===== src/hw/cfg_msg_pkg.sv =====
// package for the configuration message link: token codes, field widths, register map
// assumes both ends run on the same sys_clk and reset
package cfg_msg_pkg;
  localparam logic [7:0]  TOK_WRITE      = 8'hc0;   // start of a write request
  localparam logic [7:0]  TOK_READ       = 8'hc1;   // start of a read request
  localparam logic [7:0]  TOK_END        = 8'h01;   // closes every message
  localparam logic [7:0]  TOK_ACK        = 8'h03;   // success reply
  localparam logic [7:0]  TOK_NACK       = 8'h04;   // failure reply
  localparam int          REPLY_ID_BYTES = 3;
  localparam int          REG_NUM_BYTES  = 2;
  localparam int          DATA_BYTES     = 4;
  localparam logic [7:0]  NO_REPLY_CHAN  = 8'hff;   // low byte that suppresses a write reply
  localparam logic [15:0] CFG_PORT_SUFFIX = 16'hc20c; // destination suffix of the config resource
  localparam logic [7:0]  PS_RES_TYPE    = 8'h0c;   // processor-status resource type code
  localparam int          PS_RES_SHIFT   = 8;
  localparam int          NUM_CFG_REGS   = 8;       // implemented register numbers 0..7
  localparam logic [31:0] CFG_REG_RESET  = 32'h0000_0000;

  // build the resource identifier for a processor-status access
  function automatic logic [31:0] ps_resource_id(input logic [15:0] regNum);
    ps_resource_id = ({16'h0000, regNum} << PS_RES_SHIFT) | {24'h000000, PS_RES_TYPE};
  endfunction : ps_resource_id
endpackage : cfg_msg_pkg


===== src/hw/cfg_msg_if.sv =====
// byte-token link between a requester and the configuration responder
// assumes one clock; each direction is a valid/ready byte stream with a control flag
`timescale 1ns/100ps
interface cfg_msg_if (
  input wire logic sys_clk
);
  logic       reqValid;
  logic       reqReady;
  logic       reqCtrl;    // high: reqData is a control token
  logic [7:0] reqData;
  logic [23:0] reqDest;   // request channel-end destination (upper 24 bits)
  logic       rspValid;
  logic       rspReady;
  logic       rspCtrl;
  logic [7:0] rspData;
  logic [23:0] rspDest;   // reply destination taken from the request

  modport requester (output reqValid, reqCtrl, reqData, reqDest, rspReady,
                     input  reqReady, rspValid, rspCtrl, rspData, rspDest);
  modport responder (input  reqValid, reqCtrl, reqData, reqDest, rspReady,
                     output reqReady, rspValid, rspCtrl, rspData, rspDest);
endinterface : cfg_msg_if


===== src/hw/cfg_msg_responder.sv =====
// configuration responder: decodes read/write messages, accesses its register bank,
// and sends success or failure replies; also serves processor-status word accesses
// assumes the requester keeps its own framing; malformed messages are answered with failure
// Function
// write: start, reply id, regnum, data, end
// read: start, reply id, regnum, end
// write reply: success/fail token then end
// read reply: success, data, end; or fail
// requests carry 24-bit reply identifier
// reply id is node plus channel
// low byte all ones: write, no reply
// multi-byte fields sent most significant first
// requester addresses tile configuration destination
// status access moves one full word
// status id is regnum shifted, or 0x0c
// bad register or frame: fail, no change
`timescale 1ns/100ps
module cfg_msg_responder
  import cfg_msg_pkg::*;
#(
  parameter int NUM_REGS = NUM_CFG_REGS,
  parameter logic [15:0] TILE_ID = 16'h0000   // arbitrary tile identifier
) (
  input  wire logic        sys_clk,
  input  wire logic        reset,
  cfg_msg_if.responder     link,
  input  wire logic        psValid,     // processor-status access strobe
  input  wire logic        psWrite,
  input  wire logic [31:0] psResource,  // resource identifier
  input  wire logic [31:0] psWdata,
  output logic             psAck,
  output logic             psErr,
  output logic [31:0]      psRdata
);
  typedef enum {S_IDLE, S_ID, S_REG, S_DATA, S_END, S_DRAIN, S_RSP} state_t;

  state_t      state_reg;
  logic        isWrite_reg;
  logic        bad_reg;
  logic [23:0] replyId_reg;
  logic [15:0] regNum_reg;
  logic [31:0] data_reg;
  logic [2:0]  cnt_reg;
  logic [2:0]  rspIdx_reg;
  logic [2:0]  rspLen_reg;
  logic        rspOk_reg;
  logic [31:0] regs_reg [NUM_REGS];

  logic reqTake;
  logic rspTake;
  logic regHit;
  logic [7:0] psType;
  logic [15:0] psNum;

  assign reqTake = link.reqValid && link.reqReady;
  assign rspTake = link.rspValid && link.rspReady;
  assign regHit  = regNum_reg < 16'(NUM_REGS);
  assign link.reqReady = (state_reg != S_RSP);
  assign link.rspValid = (state_reg == S_RSP);
  assign link.rspDest  = replyId_reg;

  // only messages on the configuration destination are decoded
  logic destOk;
  assign destOk = (link.reqDest == {TILE_ID, CFG_PORT_SUFFIX[15:8]});

  // receive state machine: each field shifts in most significant byte first
  always_ff @(posedge sys_clk) begin
    if (reset) begin
      state_reg   <= S_IDLE;
      isWrite_reg <= 1'b0;
      bad_reg     <= 1'b0;
      replyId_reg <= 24'h000000;
      regNum_reg  <= 16'h0000;
      data_reg    <= 32'h0000_0000;
      cnt_reg     <= 3'h0;
      rspIdx_reg  <= 3'h0;
      rspLen_reg  <= 3'h0;
      rspOk_reg   <= 1'b0;
    end else begin
      case (state_reg)
        S_IDLE: begin
          if (reqTake && link.reqCtrl && destOk &&
              (link.reqData == TOK_WRITE || link.reqData == TOK_READ)) begin
            isWrite_reg <= (link.reqData == TOK_WRITE);
            bad_reg     <= 1'b0;
            cnt_reg     <= 3'h0;
            state_reg   <= S_ID;
          end
        end
        S_ID: begin
          if (reqTake) begin
            if (link.reqCtrl) begin
              // an early end token has already closed the frame, so fail it at once
              bad_reg    <= 1'b1;
              rspOk_reg  <= 1'b0;
              rspIdx_reg <= 3'h0;
              rspLen_reg <= 3'h2;
              state_reg  <= (link.reqData == TOK_END) ? S_RSP : S_DRAIN;
            end else begin
              replyId_reg <= {replyId_reg[15:0], link.reqData};
              cnt_reg     <= cnt_reg + 3'h1;
              if (cnt_reg == 3'(REPLY_ID_BYTES - 1)) begin
                cnt_reg   <= 3'h0;
                state_reg <= S_REG;
              end
            end
          end
        end
        S_REG: begin
          if (reqTake) begin
            if (link.reqCtrl) begin
              // waiting for a second end token here would hang the link
              bad_reg    <= 1'b1;
              rspOk_reg  <= 1'b0;
              rspIdx_reg <= 3'h0;
              rspLen_reg <= 3'h2;
              state_reg  <= (link.reqData == TOK_END) ? S_RSP : S_DRAIN;
            end else begin
              regNum_reg <= {regNum_reg[7:0], link.reqData};
              cnt_reg    <= cnt_reg + 3'h1;
              if (cnt_reg == 3'(REG_NUM_BYTES - 1)) begin
                cnt_reg   <= 3'h0;
                state_reg <= isWrite_reg ? S_DATA : S_END;
              end
            end
          end
        end
        S_DATA: begin
          if (reqTake) begin
            if (link.reqCtrl) begin
              // short data field: answer failure, leave the bank alone
              bad_reg    <= 1'b1;
              rspOk_reg  <= 1'b0;
              rspIdx_reg <= 3'h0;
              rspLen_reg <= 3'h2;
              state_reg  <= (link.reqData == TOK_END) ? S_RSP : S_DRAIN;
            end else begin
              data_reg <= {data_reg[23:0], link.reqData};
              cnt_reg  <= cnt_reg + 3'h1;
              if (cnt_reg == 3'(DATA_BYTES - 1)) begin
                state_reg <= S_END;
              end
            end
          end
        end
        S_END: begin
          if (reqTake) begin
            if (link.reqCtrl && link.reqData == TOK_END) begin
              rspOk_reg  <= !bad_reg && regHit;
              rspIdx_reg <= 3'h0;
              // success read carries four data bytes between tokens
              rspLen_reg <= (!isWrite_reg && !bad_reg && regHit) ? 3'h6 : 3'h2;
              if (!isWrite_reg && !bad_reg && regHit) begin
                data_reg <= regs_reg[regNum_reg[$clog2(NUM_REGS)-1:0]];
              end
              // a suppressed write still happens, just never answered
              if (isWrite_reg && !bad_reg && replyId_reg[7:0] == NO_REPLY_CHAN) begin
                state_reg <= S_IDLE;
              end else begin
                state_reg <= S_RSP;
              end
            end else begin
              bad_reg   <= 1'b1;
              state_reg <= S_DRAIN;
            end
          end
        end
        S_DRAIN: begin
          // swallow the rest of a broken frame, then fail it
          if (reqTake && link.reqCtrl && link.reqData == TOK_END) begin
            rspOk_reg  <= 1'b0;
            rspIdx_reg <= 3'h0;
            rspLen_reg <= 3'h2;
            state_reg  <= S_RSP;
          end
        end
        S_RSP: begin
          if (rspTake) begin
            rspIdx_reg <= rspIdx_reg + 3'h1;
            if (rspIdx_reg == rspLen_reg - 3'h1) begin
              state_reg <= S_IDLE;
            end
          end
        end
        default: state_reg <= S_IDLE;
      endcase
    end
  end

  // reply byte selection: token, optional data msb first, end token
  always_comb begin
    link.rspCtrl = 1'b1;
    link.rspData = rspOk_reg ? TOK_ACK : TOK_NACK;
    if (rspIdx_reg == rspLen_reg - 3'h1) begin
      link.rspData = TOK_END;
    end else if (rspIdx_reg != 3'h0) begin
      link.rspCtrl = 1'b0;
      link.rspData = data_reg[8'(31 - 8 * (int'(rspIdx_reg) - 1)) -: 8];
    end
  end

  // processor-status decode: type code in low byte, number above it
  assign psType = psResource[7:0];
  assign psNum  = psResource[23:8];

  // register bank; a message write lands only when the frame closed cleanly on a mapped number, and wins over a status write in the same cycle
  always_ff @(posedge sys_clk) begin
    if (reset) begin
      for (int i = 0; i < NUM_REGS; i++) begin
        regs_reg[i] <= CFG_REG_RESET;
      end
    end else if (state_reg == S_END && reqTake && link.reqCtrl && link.reqData == TOK_END &&
                 isWrite_reg && !bad_reg && regHit) begin
      regs_reg[regNum_reg[$clog2(NUM_REGS)-1:0]] <= data_reg;
    end else if (psValid && psWrite && psType == PS_RES_TYPE &&
                 psNum < 16'(NUM_REGS)) begin
      regs_reg[psNum[$clog2(NUM_REGS)-1:0]] <= psWdata;
    end
  end

  // status word answer, one cycle after the strobe
  always_ff @(posedge sys_clk) begin
    if (reset) begin
      psAck   <= 1'b0;
      psErr   <= 1'b0;
      psRdata <= 32'h0000_0000;
    end else begin
      psAck <= psValid;
      psErr <= psValid && !(psType == PS_RES_TYPE && psNum < 16'(NUM_REGS));
      if (psValid && !psWrite && psType == PS_RES_TYPE && psNum < 16'(NUM_REGS)) begin
        psRdata <= regs_reg[psNum[$clog2(NUM_REGS)-1:0]];
      end
    end
  end
endmodule : cfg_msg_responder


===== src/flat_wrapper.sv =====
// flat-port wrapper written by rule: the top's interface ports become plain ports
module cfg_msg_responder_flat import cfg_msg_pkg::*;
#(
  parameter int NUM_REGS = NUM_CFG_REGS,
  parameter logic [15:0] TILE_ID = 16'h0000                               
)
  (sys_clk, reset, psValid, psWrite, psResource, psWdata, psAck, psErr, psRdata, link_reqValid, link_reqCtrl, link_reqData, link_reqDest, link_rspReady, link_reqReady, link_rspValid, link_rspCtrl, link_rspData, link_rspDest);
  cfg_msg_if link_i (.sys_clk(sys_clk));
  input  wire logic sys_clk;
  input  wire logic reset;
  input  wire logic psValid;
  input  wire logic psWrite;
  input  wire logic [31:0] psResource;
  input  wire logic [31:0] psWdata;
  output logic psAck;
  output logic psErr;
  output logic [31:0] psRdata;
  input wire logic [$bits(link_i.reqValid)-1:0] link_reqValid;
  input wire logic [$bits(link_i.reqCtrl)-1:0] link_reqCtrl;
  input wire logic [$bits(link_i.reqData)-1:0] link_reqData;
  input wire logic [$bits(link_i.reqDest)-1:0] link_reqDest;
  input wire logic [$bits(link_i.rspReady)-1:0] link_rspReady;
  output wire logic [$bits(link_i.reqReady)-1:0] link_reqReady;
  output wire logic [$bits(link_i.rspValid)-1:0] link_rspValid;
  output wire logic [$bits(link_i.rspCtrl)-1:0] link_rspCtrl;
  output wire logic [$bits(link_i.rspData)-1:0] link_rspData;
  output wire logic [$bits(link_i.rspDest)-1:0] link_rspDest;
  assign link_i.reqValid = link_reqValid;
  assign link_i.reqCtrl = link_reqCtrl;
  assign link_i.reqData = link_reqData;
  assign link_i.reqDest = link_reqDest;
  assign link_i.rspReady = link_rspReady;
  assign link_reqReady = link_i.reqReady;
  assign link_rspValid = link_i.rspValid;
  assign link_rspCtrl = link_i.rspCtrl;
  assign link_rspData = link_i.rspData;
  assign link_rspDest = link_i.rspDest;
  cfg_msg_responder #(.NUM_REGS(NUM_REGS), .TILE_ID(TILE_ID)) u_core (.sys_clk(sys_clk), .reset(reset), .link(link_i), .psValid(psValid), .psWrite(psWrite), .psResource(psResource), .psWdata(psWdata), .psAck(psAck), .psErr(psErr), .psRdata(psRdata));
endmodule

===== config.mk =====
export PLATFORM = sky130hd
export DESIGN_NAME = cfg_msg_responder_flat
export DESIGN_NICKNAME = d
export VERILOG_FILES = /design/src/hw/cfg_msg_pkg.sv /design/src/hw/cfg_msg_if.sv /design/src/hw/cfg_msg_responder.sv /design/src/flat_wrapper.sv
export SDC_FILE = /design/constraint.sdc
export NUM_CORES = 1
export LEC_CHECK = 0
export BUFFER_PORTS_ARGS = -buffer_cell sky130_fd_sc_hd__buf_2
export CAP_MARGIN = 20
export CORE_MARGIN = 5
export CORE_UTILIZATION = 54
export DETAILED_ROUTE_END_ITERATION = 16
export GPL_TIMING_DRIVEN = 0
export MAX_ROUTING_LAYER = met4
export PLACE_DENSITY = 0.77
export SLEW_MARGIN = 20
export SYNTH_ARGS = -nofsm -noshare
export SYNTH_HDL_FRONTEND = slang
export SYNTH_SLANG_ARGS = --single-unit

===== constraint.sdc =====
create_clock -name sys_clk -period 4 [get_ports sys_clk]
set_clock_uncertainty 0.05 [all_clocks]
set_input_delay 0.2 -clock sys_clk [delete_from_list [all_inputs] [get_ports sys_clk]]
set_output_delay 0.2 -clock sys_clk [all_outputs]
set_load 0.02 [all_outputs]

==> results by group <==
Critical path
  – CP peak stage delay: about 0.54 ns
  – CP arrival: 4.15 ns
  – R2r endpoint: u_core.regs_reg[6][6]$_SDFFCE_PN0P_
  – R2R Setup Slk: 0.05 ns
  – R2R cell count: 10
  – Worst r2r src: u_core.state_reg[2]$_SDFFE_PP0P_
  – Crit-path max FO: 13
  – Crit path required time: ~4.2 ns
  – CP Launch Type: flip-flop
  – Critical path cell sequence: nor3b_4 > nand3_1 > or4_1 > buf_2 > nor4b_2 > a41oi_1 > buf_2 > o21bai_4 > buf_16 > buf_16
  – Setup Crit Path Kind: flip-flop to flip-flop
  – Critical path's slowest cell: o21bai_4
  – Critical Path Sink Type: flip-flop

GRT
  – Busiest grt layer: met2
  – Overflow after GRT: 0
  – Global-route wire length before repair: 97000 um
  – Met2 GRT Util: 0.527
  – Vias in the first global route: roughly 16000
  – Met1 Use GR: 0.425
  – Initial antenna violation count: 1
  – Largest net degree at the start of global routing: 18
  – Met3 usage: 0.0732
  – Total global-route track usage: 0.337

Die
  – IO Pins: between 150 and 200
  – Starting utilization of the core area: 0.547
  – Die height: between 150 and 200 um
  – Core area: about 0.036 mm2
  – Die X: around 200 um
  – Rows: 69
  – Die outline area: 0.0399 mm2

Timing
  – Final setup violation count: 0
  – Final period utilization: 0.988
  – Maximum clock rate: 253 MHz
  – Endpoints failing hold: 0
  – Setup TNS: 0 ns
  – Fin worst setup slack: 0.0474 ns
  – Max-slew violation count: 0
  – RSZ-0062 raised after global routing: false
  – Min Tclk post-route: ~4.0 ns
  – Slew Limit Headroom: 0.232
  – Worst slew pin tran: between 1 and 1.5 ns

Logic synthesis
  – Number of flops mapped to enable cells by yosys: roughly 260
  – Yosys top cell area share: 0.395
  – Synth area leader: edfxtp_1
  – Post-Syn Instances: ~1700
  – Syn avg cell area: approximately 12 um2
  – #FFs+latches synth: 379
  – Main synth FF type: edfxtp_1
  – Synth Area in Compound Gates: 0.0932
  – Simple-Gate Fraction of Synth Area: 0.136
  – Syn Nets: ~1800
  – Largest cells by area after synthesis: edfxtp_1 40%, mux4_2 16%, dfxtp_1 13%
  – Count of cell types in the netlist: 55
  – Xor and xnor fraction of the mapped netlist area: 0.00180
  – Post-Synthesis Cell Area: ~0.02 mm2
  – Largest family of logic cells by synthesized area: multiplexers
  – Adder-cell area share of the yosys netlist: 0.00515
  – Yosys warning total: 0
  – Sequential area share after synthesis: 0.522
  – Mux cell area share after synthesis: 0.204
  – Post-synth ARST share: 0

Power
  – Switching Share: 0.266
  – Internal: roughly 0.0070 W
  – Maximum vdd ir drop: approximately 0.34 mV
  – Overall power: 0.00956 W
  – Switching Power: 0.00254 W
  – Clk pwr share: 0.400
  – PwrDens: roughly 420 mW/mm2
  – Leak: approximately 7.7 nW
  – Comb pwr share: 0.138
  – Flop pwr share: 0.462

Worst hold path
  – Hold depth: 3
  – Hold Crit Class: primary input to flip-flop
  – Worst Hold End: u_core.regs_reg[4][23]$_SDFFCE_PN0P_
  – HP Start: psWdata[23]

Route
  – Post-route ant nets: 0
  – WL final: approximately 66000 um
  – Pre-antenna DRT Iters: 6
  – Vias per cell: approximately 6.7
  – DRC Markers: 0
  – DR vias: 16087
  – Wire per inst: about 27 um
  – Initial detailed-routing violation count: between 2000 and 2500

Layout
  – Share of cells above drive strength 1: 0.221
  – Diode count: 0
  – Fillcell total: about 2700
  – Storage cell area: slightly above 0.01 mm2
  – Number of flip-flops in the largest register: ~260
  – Finished Core Util: 0.640
  – Final cell count without fillers: 2401
  – Synth-to-Final Area Change: 17.0%
  – Final net count: ~2000
  – Area of the multi-input gates: between 0.008 and 0.009 mm2

Run
  – Max_cap viols: 0

Clock network
  – Clock buffer count from CTS: 41
  – Clock root buffer master: clkbuf_16
  – Maximum root-to-sink buffer count: 3
  – H-tree depth: 2
  – Sink Count: 379
  – CTS tree: built
  – Skew-Pair Late Insertion Delay: 0.56 ns
  – Worst-path clk slew: ~0.070 ns

Placed design
  – HPWL Detailed: ~46000 um
  – Gpl congestion: between 0.9 and 1
  – # port buffers: 159
  – # placed instances: approximately 2300
  – Setup WS pre-CTS: -0.409 ns

Status
  – Status: finished, final reports clean
==> synthesized netlist by cell type, types with 2 or more instances <==
master and count:
nand3_1 7, nor4bb_1 2, buf_4 5, o21bai_1 8, inv_1 11, nand2_1 128
nor4b_2 3, or3_1 6, clkbuf_1 96, o221ai_1 2, nor2b_1 6, or4_1 2
and2_1 4, a21oi_1 131, o22ai_1 2, buf_1 19, a31oi_1 64, mux4_2 136
a41oi_1 4, buf_2 17, edfxtp_1 256, dfxtp_1 123, a211oi_1 35, o32ai_1 2
nand3b_1 4, mux2i_1 88, xnor2_1 3, ha_1 8, nand4_1 4, a221oi_1 2
nand2b_1 37, a211o_1 32, nor3b_1 2, mux2_2 2, buf_6 13, and3_1 5
nor3_1 16, nor2_1 368, nor4_1 12
==> repair_timing <==
item                       CTS  global route
resized for setup            1             3
hold endpoints to repair    14             0
pin swaps                    0             0
setup buffers                0             0
setup endpoints to repair    6            77
hold buffers                10             0
==> power groups by stage <==
| stage | sequential [W] | combinational (W) | clock (W) |
|---|---|---|---|
| final | 0.00441 | 0.00132 | 0.00382 |
| after global routing | 0.00442 | 0.00139 | 0.00400 |
| after detailed placement | 0.00449 | 0.00127 | 0 |
| after floorplan | 0.00446 | 0.000814 | 0 |
| after CTS | 0.00441 | 0.00128 | 0.00382 |
| after global placement | 0.00449 | 0.00118 | 0 |
==> cell type report <==
type	count	share of cell area
buffer	150	0.0310
clock buffer	58	0.0537
clock inverter	18	0.00550
inverter	12	0.00198
multi-input combinational	1140	0.381
sequential	379	0.446
tap	461	0.0254
timing repair buffer	183	0.0558
==> how the worst max path moves through the flow <==
stage	from	to	cells after the start
finish	u_core.state_reg[2]$_SDFFE_PP0P_	u_core.regs_reg[6][6]$_SDFFCE_PN0P_	10
global route	u_core.state_reg[2]$_SDFFE_PP0P_	u_core.regs_reg[6][6]$_SDFFCE_PN0P_	10
CTS	u_core.state_reg[2]$_SDFFE_PP0P_	u_core.regs_reg[6][6]$_SDFFCE_PN0P_	10
detailed placement	reset	u_core.regs_reg[6][25]$_SDFFCE_PN0P_	10
global placement	reset	u_core.regs_reg[0][14]$_SDFFCE_PN0P_	8
floorplan	u_core.state_reg[1]$_SDFFE_PP0P_	u_core.regs_reg[3][0]$_SDFFCE_PN0P_	9
==> placed cells by master, fill, tap and decap left out, types with 15 or more instances in the layout <==
master / instances
nand2_1: 128
nor3_1: 15
mux4_2: 136
dfxtp_1: 123
buf_1: 16
nand2b_1: 37
edfxtp_1: 256
a21oi_1: 131
a211oi_1: 35
a31oi_1: 64
buf_2: 176
clkbuf_1: 102
mux2i_1: 88
nor2_1: 368
clkbuf_16: 43
a211o_1: 32
==> per-stage QoR <==
step	hold WS (ns)	instance area, um2
4_1_cts	0.00944	22700
5_1_grt	0.0402	22800
3_5_place_dp	0.393	21300
2_1_floorplan	0.286	19500
6_report	0.0275	22800
3_3_place_gp	0.388	20800
==> logic make-up after synthesis <==
family / Yosys count
and+or+nand+nor: 613
xor gates and xnor gates: 4
muxes: 226
AOI/OAI and AO/OA: 289
buffers and inverters: 162
adders and majority gates: 8
DFF: 379
==> worst max-delay path: cells and delay by family, from the launching register on <==
family                 cells  cell delay, ns
AO/OA/AOI/OAI              2            0.70
AND/OR/NAND/NOR            4            1.41
flip-flops                 1            0.48
buffers and inverters      4            0.99
==> per-layer routing <==
layer / vias to the layer above / wire length, um
met1: 7708 / 22700
met5: - / 0
met4: 0 / 3670
met3: 318 / 8600
met2: 1339 / 30500
li1: 6722 / -
Note: power is estimated with default switching activity, not from simulation.
